`config.mk`:
```
export PLATFORM = sky130hd
export DESIGN_NAME = sifb_top
export DESIGN_NICKNAME = d
export VERILOG_FILES = /design/src/core/sifb_pkg.sv /design/src/core/sifb_top.sv /design/src/core/sifb_flags.sv /design/src/core/sifb_buffer.sv
export SDC_FILE = /design/constraint.sdc
export NUM_CORES = 1
export LEC_CHECK = 0
export BUFFER_PORTS_ARGS = -buffer_cell sky130_fd_sc_hd__buf_4
export CAP_MARGIN = 20
export CORE_MARGIN = 2
export CORE_UTILIZATION = 35
export CTS_CLUSTER_SIZE = 40
export DETAILED_ROUTE_END_ITERATION = 8
export GPL_TIMING_DRIVEN = 1
export PLACE_DENSITY = 0.53
export SETUP_SLACK_MARGIN = 0.02
export SYNTH_ARGS = -nofsm -noshare
export SYNTH_HDL_FRONTEND = slang
export SYNTH_SLANG_ARGS = --single-unit
```
`constraint.sdc`:
```
create_clock -name clk -period 4.1 [get_ports clk]
set_input_delay 0.82 -clock clk [delete_from_list [all_inputs] [get_ports clk]]
set_output_delay 0.82 -clock clk [all_outputs]
set_load 0.01 [all_outputs]
```
`src/core/sifb_pkg.sv`:
```
// package: register map, source bits and carriers of the flag bank
// Operation
// - writing one to clear drops raw flag
// - raw flag per source, hardware sets, software writes
// - application flags never set by hardware
// - status per source read-only, writes ignored
// - writing one to set forces raw flag
// - error sources each have raw, clear, set, status
// - 32-bit data buffer words, software and transfer access
// - per-source writable enable register
package sifb_pkg;
  localparam int unsigned NUM_SRC  = 20;
  localparam int unsigned BUF_WORDS = 16;
  localparam int unsigned ADDR_W   = 12;

  localparam logic [11:0] OFF_ENABLE = 12'h034;
  localparam logic [11:0] OFF_CLEAR  = 12'h038;
  localparam logic [11:0] OFF_RAW    = 12'h03c;
  localparam logic [11:0] OFF_STATUS = 12'h040;
  localparam logic [11:0] OFF_SET    = 12'h044;
  localparam logic [11:0] OFF_BUF0   = 12'h098;

  localparam logic [19:0] SRC_RESET = 20'h00000;
  localparam logic [19:0] EN_RESET  = 20'h00000;
  localparam logic [31:0] BUF_RESET = 32'h00000000;
  localparam logic [31:0] RD_ZERO   = 32'h00000000;

  // bit positions of the twenty sources
  localparam int unsigned B_DMA_RX_FULL   = 0;
  localparam int unsigned B_DMA_TX_EMPTY  = 1;
  localparam int unsigned B_QUAD_EXIT     = 2;
  localparam int unsigned B_QUAD_ENTER    = 3;
  localparam int unsigned B_CMD_SEVEN     = 4;
  localparam int unsigned B_CMD_EIGHT     = 5;
  localparam int unsigned B_CMD_NINE      = 6;
  localparam int unsigned B_CMD_TEN       = 7;
  localparam int unsigned B_DMA_RD_DONE   = 8;
  localparam int unsigned B_DMA_WR_DONE   = 9;
  localparam int unsigned B_BUF_RD_DONE   = 10;
  localparam int unsigned B_BUF_WR_DONE   = 11;
  localparam int unsigned B_TRANS_DONE    = 12;
  localparam int unsigned B_SEG_DONE      = 13;
  localparam int unsigned B_MAGIC_ERR     = 14;
  localparam int unsigned B_CMD_ERR       = 15;
  localparam int unsigned B_RX_OVERFLOW   = 16;
  localparam int unsigned B_TX_UNDERFLOW  = 17;
  localparam int unsigned B_APP_TWO       = 18;
  localparam int unsigned B_APP_ONE       = 19;

  // hardware may set only bits 0..17
  localparam logic [19:0] HW_MASK = 20'h3ffff;

  typedef struct packed {
    logic        write;
    logic [11:0] addr;
    logic [31:0] wdata;
  } sifb_req_t;

  typedef struct packed {
    logic        we;
    logic [3:0]  idx;
    logic [31:0] data;
  } sifb_buf_wr_t;

  function automatic logic [31:0] sifb_zext20(input logic [19:0] v);
    return {12'h000, v};
  endfunction
endpackage

```
`src/core/sifb_top.sv`:
```
// top: apb slave, enable register, status, interrupt and buffer access
`timescale 1ns/1ps
module sifb_top #(
  parameter int unsigned NUM_SRC   = 20,
  parameter int unsigned BUF_WORDS = 16
) (
  input  wire logic                 clk,
  input  wire logic                 reset,
  input  wire logic                 psel,
  input  wire logic                 penable,
  input  wire logic                 pwrite,
  input  wire logic [11:0]          paddr,
  input  wire logic [31:0]          pwdata,
  output logic                      pready,
  output logic      [31:0]          prdata,
  output logic                      pslverr,
  input  wire logic [NUM_SRC-1:0]   hw_event,
  input  wire sifb_pkg::sifb_buf_wr_t xfer_wr,
  output logic                      irq,
  output logic      [NUM_SRC-1:0]   status_out
);
  sifb_pkg::sifb_req_t    req;
  sifb_pkg::sifb_buf_wr_t sw_wr;
  logic [NUM_SRC-1:0] raw_reg;
  logic [NUM_SRC-1:0] enable_reg;
  logic [NUM_SRC-1:0] status_next;
  logic [NUM_SRC-1:0] clr_pulse;
  logic [NUM_SRC-1:0] set_pulse;
  logic               raw_we;
  logic               access;
  logic               wr_hit;
  logic               in_buf;
  logic [3:0]         buf_idx;
  logic [31:0]        buf_rdata;
  logic [31:0]        rdata_next;
  logic               slverr_next;

  if (NUM_SRC != sifb_pkg::NUM_SRC) begin
    $error("source count is fixed");
  end
  if (BUF_WORDS < 1 || BUF_WORDS > sifb_pkg::BUF_WORDS) begin
    $error("buffer words out of range");
  end

  function automatic logic hit(input logic [11:0] a, input logic [11:0] o);
    return a == o;
  endfunction

  assign req = '{write: pwrite, addr: paddr, wdata: pwdata};

  // access phase completes on the first edge, pready is high then
  assign access = psel && penable && pready;
  assign wr_hit = access && req.write;

  logic [11:0] buf_off;
  assign buf_off = req.addr - sifb_pkg::OFF_BUF0;
  assign in_buf  = req.addr >= sifb_pkg::OFF_BUF0 &&
                   buf_off[11:2] < 10'(BUF_WORDS) && buf_off[1:0] == 2'b00;
  assign buf_idx = buf_off[5:2];

  // write-one pulses, never stored
  assign clr_pulse = (wr_hit && hit(req.addr, sifb_pkg::OFF_CLEAR))
                     ? req.wdata[NUM_SRC-1:0] : '0;
  assign set_pulse = (wr_hit && hit(req.addr, sifb_pkg::OFF_SET))
                     ? req.wdata[NUM_SRC-1:0] : '0;
  assign raw_we    = wr_hit && hit(req.addr, sifb_pkg::OFF_RAW);

  assign sw_wr = '{we:   wr_hit && in_buf,
                   idx:  buf_idx,
                   data: req.wdata};

  sifb_flags #(
    .N (NUM_SRC)
  ) u_flags (
    .clk       (clk),
    .reset     (reset),
    .hw_event  (hw_event),
    .raw_we    (raw_we),
    .raw_wdata (req.wdata[NUM_SRC-1:0]),
    .clr_pulse (clr_pulse),
    .set_pulse (set_pulse),
    .raw_reg   (raw_reg)
  );

  sifb_buffer #(
    .WORDS (BUF_WORDS)
  ) u_buffer (
    .clk     (clk),
    .reset   (reset),
    .sw_wr   (sw_wr),
    .xfer_wr (xfer_wr),
    .rd_idx  (buf_idx),
    .rd_data (buf_rdata)
  );

  always_ff @(posedge clk) begin
    if (reset) begin
      enable_reg <= sifb_pkg::EN_RESET[NUM_SRC-1:0];
    end else if (wr_hit && hit(req.addr, sifb_pkg::OFF_ENABLE)) begin
      enable_reg <= req.wdata[NUM_SRC-1:0];
    end
  end

  // status is registered from the current raw and enable
  assign status_next = raw_reg & enable_reg;

  always_ff @(posedge clk) begin
    if (reset) begin
      status_out <= sifb_pkg::SRC_RESET[NUM_SRC-1:0];
      irq        <= 1'b0;
    end else begin
      status_out <= status_next;
      irq        <= |status_next;
    end
  end

  // no wait state: pready rises in the access phase's first cycle
  always_ff @(posedge clk) begin
    if (reset) begin
      pready <= 1'b0;
    end else begin
      pready <= psel && !penable;
    end
  end

  always_comb begin
    rdata_next  = sifb_pkg::RD_ZERO;
    slverr_next = 1'b0;
    if (in_buf) begin
      rdata_next = buf_rdata;
    end else begin
      unique case (req.addr)
        sifb_pkg::OFF_ENABLE: rdata_next = sifb_pkg::sifb_zext20(enable_reg);
        sifb_pkg::OFF_CLEAR:  rdata_next = sifb_pkg::RD_ZERO;
        sifb_pkg::OFF_RAW:    rdata_next = sifb_pkg::sifb_zext20(raw_reg);
        sifb_pkg::OFF_STATUS: begin
          rdata_next = sifb_pkg::sifb_zext20(status_next);
        end
        sifb_pkg::OFF_SET:    rdata_next = sifb_pkg::RD_ZERO;
        default:              slverr_next = 1'b1;
      endcase
    end
  end

  // read data and error are presented with pready
  always_ff @(posedge clk) begin
    if (reset) begin
      prdata  <= sifb_pkg::RD_ZERO;
      pslverr <= 1'b0;
    end else if (psel && !penable) begin
      prdata  <= req.write ? sifb_pkg::RD_ZERO : rdata_next;
      pslverr <= slverr_next;
    end else begin
      prdata  <= sifb_pkg::RD_ZERO;
      pslverr <= 1'b0;
    end
  end

  a_status_ro: assert property (@(posedge clk) disable iff (reset)
    (wr_hit && hit(req.addr, sifb_pkg::OFF_STATUS) && hw_event == '0)
    |=> $stable(raw_reg) && $stable(enable_reg))
    else $error("status write disturbed flags");
  a_status_and: assert property (@(posedge clk) disable iff (reset)
    ##1 status_out == $past(raw_reg & enable_reg))
    else $error("status not raw and enable");
  a_irq_any: assert property (@(posedge clk) disable iff (reset)
    irq == (status_out != '0))
    else $error("interrupt does not follow status");
  a_enable_write: assert property (@(posedge clk) disable iff (reset)
    (wr_hit && hit(req.addr, sifb_pkg::OFF_ENABLE))
    |=> enable_reg == $past(req.wdata[NUM_SRC-1:0]))
    else $error("enable write lost");
  a_raw_write: assert property (@(posedge clk) disable iff (reset)
    (raw_we && clr_pulse == '0 && set_pulse == '0 && hw_event == '0)
    |=> raw_reg == $past(req.wdata[NUM_SRC-1:0]))
    else $error("raw write lost");
  a_ready_one: assert property (@(posedge clk) disable iff (reset)
    (psel && !penable) ##1 (psel && penable) |-> pready)
    else $error("ready late");

  c_irq_rise: cover property (@(posedge clk) disable iff (reset)
    $rose(irq));
  c_clear_write: cover property (@(posedge clk) disable iff (reset)
    wr_hit && hit(req.addr, sifb_pkg::OFF_CLEAR));
  c_buf_read: cover property (@(posedge clk) disable iff (reset)
    access && !req.write && in_buf);
  c_unmapped: cover property (@(posedge clk) disable iff (reset)
    access && pslverr);
endmodule

```
`src/core/sifb_flags.sv`:
```
// flag bank: raw flags with set, clear, write and hardware events
`timescale 1ns/1ps
module sifb_flags #(
  parameter int unsigned N = 20
) (
  input  wire logic         clk,
  input  wire logic         reset,
  input  wire logic [N-1:0] hw_event,
  input  wire logic         raw_we,
  input  wire logic [N-1:0] raw_wdata,
  input  wire logic [N-1:0] clr_pulse,
  input  wire logic [N-1:0] set_pulse,
  output logic      [N-1:0] raw_reg
);
  logic [N-1:0] hw_gated;
  logic [N-1:0] raw_next;

  if (N != sifb_pkg::NUM_SRC) begin
    $error("flag bank width must match sources");
  end

  // application sources are cut off from hardware
  assign hw_gated = hw_event & sifb_pkg::HW_MASK[N-1:0];

  always_comb begin
    raw_next = raw_reg;
    if (raw_we) begin
      raw_next = raw_wdata;
    end
    raw_next = raw_next & ~clr_pulse;
    // set and events win over clear
    raw_next = raw_next | set_pulse | hw_gated;
  end

  always_ff @(posedge clk) begin
    if (reset) begin
      raw_reg <= sifb_pkg::SRC_RESET[N-1:0];
    end else begin
      raw_reg <= raw_next;
    end
  end

  a_app_no_hw: assert property (@(posedge clk) disable iff (reset)
    (!raw_we && set_pulse[N-1:N-2] == 2'b00 && raw_reg[N-1:N-2] == 2'b00)
    |=> raw_reg[N-1:N-2] == 2'b00)
    else $error("application flag set by hardware");
  a_event_sets: assert property (@(posedge clk) disable iff (reset)
    hw_gated[sifb_pkg::B_MAGIC_ERR] |=> raw_reg[sifb_pkg::B_MAGIC_ERR])
    else $error("hardware event lost");
  a_clear_drops: assert property (@(posedge clk) disable iff (reset)
    (clr_pulse[0] && !set_pulse[0] && !hw_gated[0]) |=> !raw_reg[0])
    else $error("clear did not drop flag");
  a_set_forces: assert property (@(posedge clk) disable iff (reset)
    set_pulse[sifb_pkg::B_APP_ONE] |=> raw_reg[sifb_pkg::B_APP_ONE])
    else $error("set did not force flag");
endmodule

```
`src/core/sifb_buffer.sv`:
```
// data buffer words written by software or by transfer logic
`timescale 1ns/1ps
module sifb_buffer #(
  parameter int unsigned WORDS = 16
) (
  input  wire logic                   clk,
  input  wire logic                   reset,
  input  wire sifb_pkg::sifb_buf_wr_t sw_wr,
  input  wire sifb_pkg::sifb_buf_wr_t xfer_wr,
  input  wire logic [3:0]             rd_idx,
  output logic      [31:0]            rd_data
);
  logic [31:0] mem_reg [WORDS];

  if (WORDS < 1 || WORDS > 16) begin
    $error("buffer depth must be 1..16");
  end

  // transfer logic wins over software in the same cycle
  always_ff @(posedge clk) begin
    if (reset) begin
      for (int i = 0; i < WORDS; i++) begin
        mem_reg[i] <= sifb_pkg::BUF_RESET;
      end
    end else if (xfer_wr.we && 32'(xfer_wr.idx) < WORDS) begin
      mem_reg[xfer_wr.idx] <= xfer_wr.data;
    end else if (sw_wr.we && 32'(sw_wr.idx) < WORDS) begin
      mem_reg[sw_wr.idx] <= sw_wr.data;
    end
  end

  assign rd_data = (32'(rd_idx) < WORDS) ? mem_reg[rd_idx]
                                         : sifb_pkg::RD_ZERO;
endmodule

```
==> impl_results.rst <==
.. list-table::
   :header-rows: 1

   * - Metric
     - Value
   * - Result of the run
     - completed
   * - Worst-path cell with the longest stage delay
     - sky130_fd_sc_hd__buf_4
   * - CTS H-tree depth
     - 3
   * - Post-synthesis to final-layout area growth
     - 19.5%
   * - Number of placement rows
     - 100
   * - NetSw
     - about 3.3 mW
   * - Total power
     - 14.0 mW
   * - Ratio of cells with drive above 1 in the final layout
     - 25.1%
   * - Worst Path Buf+Inv
     - 3
   * - Final-report max-slew violation count
     - 0
   * - Leakage power total
     - approximately 11 nW
   * - Final wirelength
     - 76100 um
   * - Unrepaired setup endpoints after global routing
     - no
   * - Nets@finish
     - approximately 2200
   * - Routed vias/inst
     - ~5.4
   * - Slew HR
     - 25.4%
   * - Power share of the sequential group
     - ~51%
   * - Largest register FFs
     - 512
   * - Maximum number of pins on one net before global-route repair
     - 80
   * - Total negative slack
     - 0 ps
   * - Critical-path cell list
     - buf_6 > buf_4 > nand2b_1 > nor2_1 > a31oi_4 > buf_4 > nor2_1
   * - Min Clock Period, post-route
     - approximately 2900 ps
   * - Hold Crit Class
     - in2reg
   * - Worst stage delay on the critical path
     - 860 ps
   * - Final setup slack of the worst path
     - approximately 1200 ps
   * - Number of buffers inserted to repair setup after CTS
     - 0
   * - Startpoint Class
     - input port
   * - Number of different library cells in the post-synthesis netlist
     - 52
   * - Max-cap viol count
     - 0
   * - WHS Endpoint
     - pready$_SDFF_PP0_
   * - Sequential element share of the synthesized area
     - 65.5%
   * - Filler Cells Inserted
     - just under 7000
   * - Global-route total usage across every layer
     - 19.6%
   * - Portion of synthesized cell area occupied by the leading cell type
     - between 50% and 60%
   * - Worst setup path class
     - in2reg
   * - Cell area after technology mapping
     - around 0.026 mm2
   * - Final Hold Violating Endpoints
     - 0
   * - Most common cell after layout, fill and taps aside
     - sky130_fd_sc_hd__nor2_1
   * - Initial Util
     - a little over a third
   * - CTS tree
     - built
   * - Clk buf depth
     - 3
   * - Portion of the clock cycle consumed by the worst path in the final layout
     - around 70%
   * - Vias in the first global route
     - ~17000
   * - Global-route wire length before repair
     - approximately 110000 um
   * - # clock sinks
     - between 600 and 700
   * - Power Internal
     - 10.8 mW
   * - Total of buffers placed on input and output ports
     - about 160
   * - Data arrival time at the worst-slack endpoint
     - 3320 ps
   * - Count of cells along the worst hold path
     - 2
   * - Hold-fix buffer count after cts
     - 0
   * - Gate count of the mapped netlist
     - between 1500 and 2000
   * - Overall die width
     - around 280 um
   * - Clock transition at the registers of the reported paths
     - about 60 ps
   * - Count of flip-flops with a built-in enable after synthesis
     - between 500 and 600
   * - Clock latency reported for the late side of the worst-skew pair
     - about 620 ps
   * - Detailed-router iteration count before antenna repair
     - 6
   * - Chip height
     - ~280 um
   * - Number of cells upsized or downsized after cts
     - 0
   * - Peak clock frequency supported by timing
     - around 350 MHz
   * - Power share of the combinational group
     - under 10%
   * - Final routed wire length divided by cell count
     - 24.3 um
   * - RR Endpoint
     - u_buffer.mem_reg[4][31]$_SDFFCE_PN0P_
   * - HPWL Detailed
     - roughly 45000 um
   * - Cell taking the most area after synthesis
     - sky130_fd_sc_hd__edfxtp_1
   * - Total grt overflow
     - 0
   * - Most frequent cells in the layout
     - sky130_fd_sc_hd__nor2_1 (553), sky130_fd_sc_hd__edfxtp_1 (512), sky130_fd_sc_hd__buf_4 (237), sky130_fd_sc_hd__mux4_2 (140), sky130_fd_sc_hd__nand2_1 (124)
   * - DR DRC count
     - 0
   * - DRT antenna net count
     - 0
   * - Total CTS buffers
     - 69
   * - Top fanout value on the critical path
     - between 60 and 70
   * - Delay-heaviest family, CP
     - buffers and inverters
   * - Endpoint type of the worst setup path
     - register
   * - Net Sw Frac
     - a little under a quarter
   * - Core Region
     - ~0.075 mm2
   * - Worst reg-to-reg path cell count
     - 7
   * - IO Pins
     - 161
   * - Number of setup violations in the final report
     - 0
   * - Gp weighted congestion
     - 0.830
   * - Async S/R FF share, synth
     - 0%
   * - Peak supply drop
     - 0.325 mV
   * - Pre-CTS setup slack
     - about 630 ps
   * - Endpoint required time on the critical path
     - roughly 4600 ps
   * - Antenna violations before repair
     - 1
   * - Critical R2R Launch
     - pready$_SDFF_PP0_
   * - Net count after synthesis
     - about 2100
   * - Worst Hold Slack
     - 420 ps
   * - Count of routing violations after the opening detailed-route iteration
     - 1605
   * - Dominant synthesized flop cell
     - sky130_fd_sc_hd__edfxtp_1
   * - Start point of the worst min-delay path
     - penable
   * - Worst Max-Slew Pin Slew
     - between 1000 and 1500 ps
   * - Routed vias
     - ~17000
   * - Area of the die
     - about 0.078 mm2
   * - Post-synthesis average cell area
     - between 10 and 15 um2
   * - Clock Power Share
     - between 40% and 50%
   * - Top cells by area, synth
     - sky130_fd_sc_hd__edfxtp_1 (58%), sky130_fd_sc_hd__mux4_2 (12%), sky130_fd_sc_hd__nor2_1 (7.9%)
   * - R2R setup slack
     - 1680 ps
   * - Number of inserted diodes
     - 0
   * - CP startpoint
     - paddr[3]
   * - Power density normalized to cell area
     - around 450 mW/mm2
   * - Number of synthesis warnings
     - 0
   * - Root cell of the clock tree
     - sky130_fd_sc_hd__clkbuf_16
   * - Flops & latches, synth
     - slightly above 600
   * - Layout Skew
     - between 15 and 20 ps
[synth_stat cells (20+ instances only)]
cell                       instances
sky130_fd_sc_hd__clkbuf_1         63
sky130_fd_sc_hd__a21oi_1          27
sky130_fd_sc_hd__mux2i_1          23
sky130_fd_sc_hd__inv_1            22
sky130_fd_sc_hd__edfxtp_1        512
sky130_fd_sc_hd__nand2b_1         23
sky130_fd_sc_hd__a21boi_0         20
sky130_fd_sc_hd__nand3_1          41
sky130_fd_sc_hd__mux4_2          140
sky130_fd_sc_hd__buf_2            87
sky130_fd_sc_hd__dfxtp_1          95
sky130_fd_sc_hd__nand2_1         124
sky130_fd_sc_hd__a31oi_1          20
sky130_fd_sc_hd__nor2_1          553
sky130_fd_sc_hd__a211oi_1         38
[layout make-up]
cell class / count / area (um2) / area share, %
Clock buffer: 94 / 1860 / 5.91
Inverter: 22 / 82.6 / 0.262
Timing Repair Buffer: 263 / 2280 / 7.25
Sequential cell: 607 / 17300 / 54.8
Multi-Input combinational cell: 1157 / 8590 / 27.3
Clock inverter: 24 / 200 / 0.635
Tap cell: 969 / 1210 / 3.85
[logic make-up after synthesis]
family,after synthesis,synth area share (%)
adder cells (fa/ha/maj),1,0.0474
flip-flops,607,65.5
buffers and inverters,184,3.12
XOR/XNOR,2,0.0664
AO/OA/AOI/OAI,189,5.64
AND/OR/NAND/NOR,792,12.3
multiplexers,173,13.3
[layer usage]
layer / global-route usage (%) / routed length (um) / vias up
met2: 31.5 / 35800 / 668
li1: - / - / 7519
met4: 5.49 / 1740 / 0
met1: 27.2 / 33200 / 8786
met3: 3.81 / 5400 / 103
met5: 0 / 0 / -
[worst max path at each step]
stage | end | slack (ps) | depth (start not counted)
2_1_floorplan | u_buffer.mem_reg[12][0]$_SDFFCE_PN0P_ | 670 | 7
3_3_place_gp | u_buffer.mem_reg[0][15]$_SDFFCE_PN0P_ | 620 | 7
3_5_place_dp | u_buffer.mem_reg[12][19]$_SDFFCE_PN0P_ | 630 | 7
4_1_cts | u_buffer.mem_reg[0][6]$_SDFFCE_PN0P_ | 1260 | 7
5_1_grt | u_buffer.mem_reg[12][13]$_SDFFCE_PN0P_ | 1070 | 8
6_report | u_buffer.mem_reg[0][5]$_SDFFCE_PN0P_ | 1240 | 7
[power groups by stage]
stage                     sequential, mW  clock (mW)  combinational (mW)
after floorplan                     7.18           0               0.685
after global placement              7.19           0                1.20
after detailed placement            7.21           0                1.20
after CTS                           7.08        5.87                1.20
after global routing                7.11        6.08                1.27
final                               7.08        5.75                1.19
[per-stage QoR]
step           cells  util (%)  cell area [um2]
2_1_floorplan   1948         -            26400
3_3_place_gp    3018      39.5            29400
3_5_place_dp    3018      39.5            29400
4_1_cts         3136      42.3            31500
5_1_grt         3136      42.3            31500
6_report        3136      42.3            31500
Note: power is estimated with default switching activity, not from simulation.
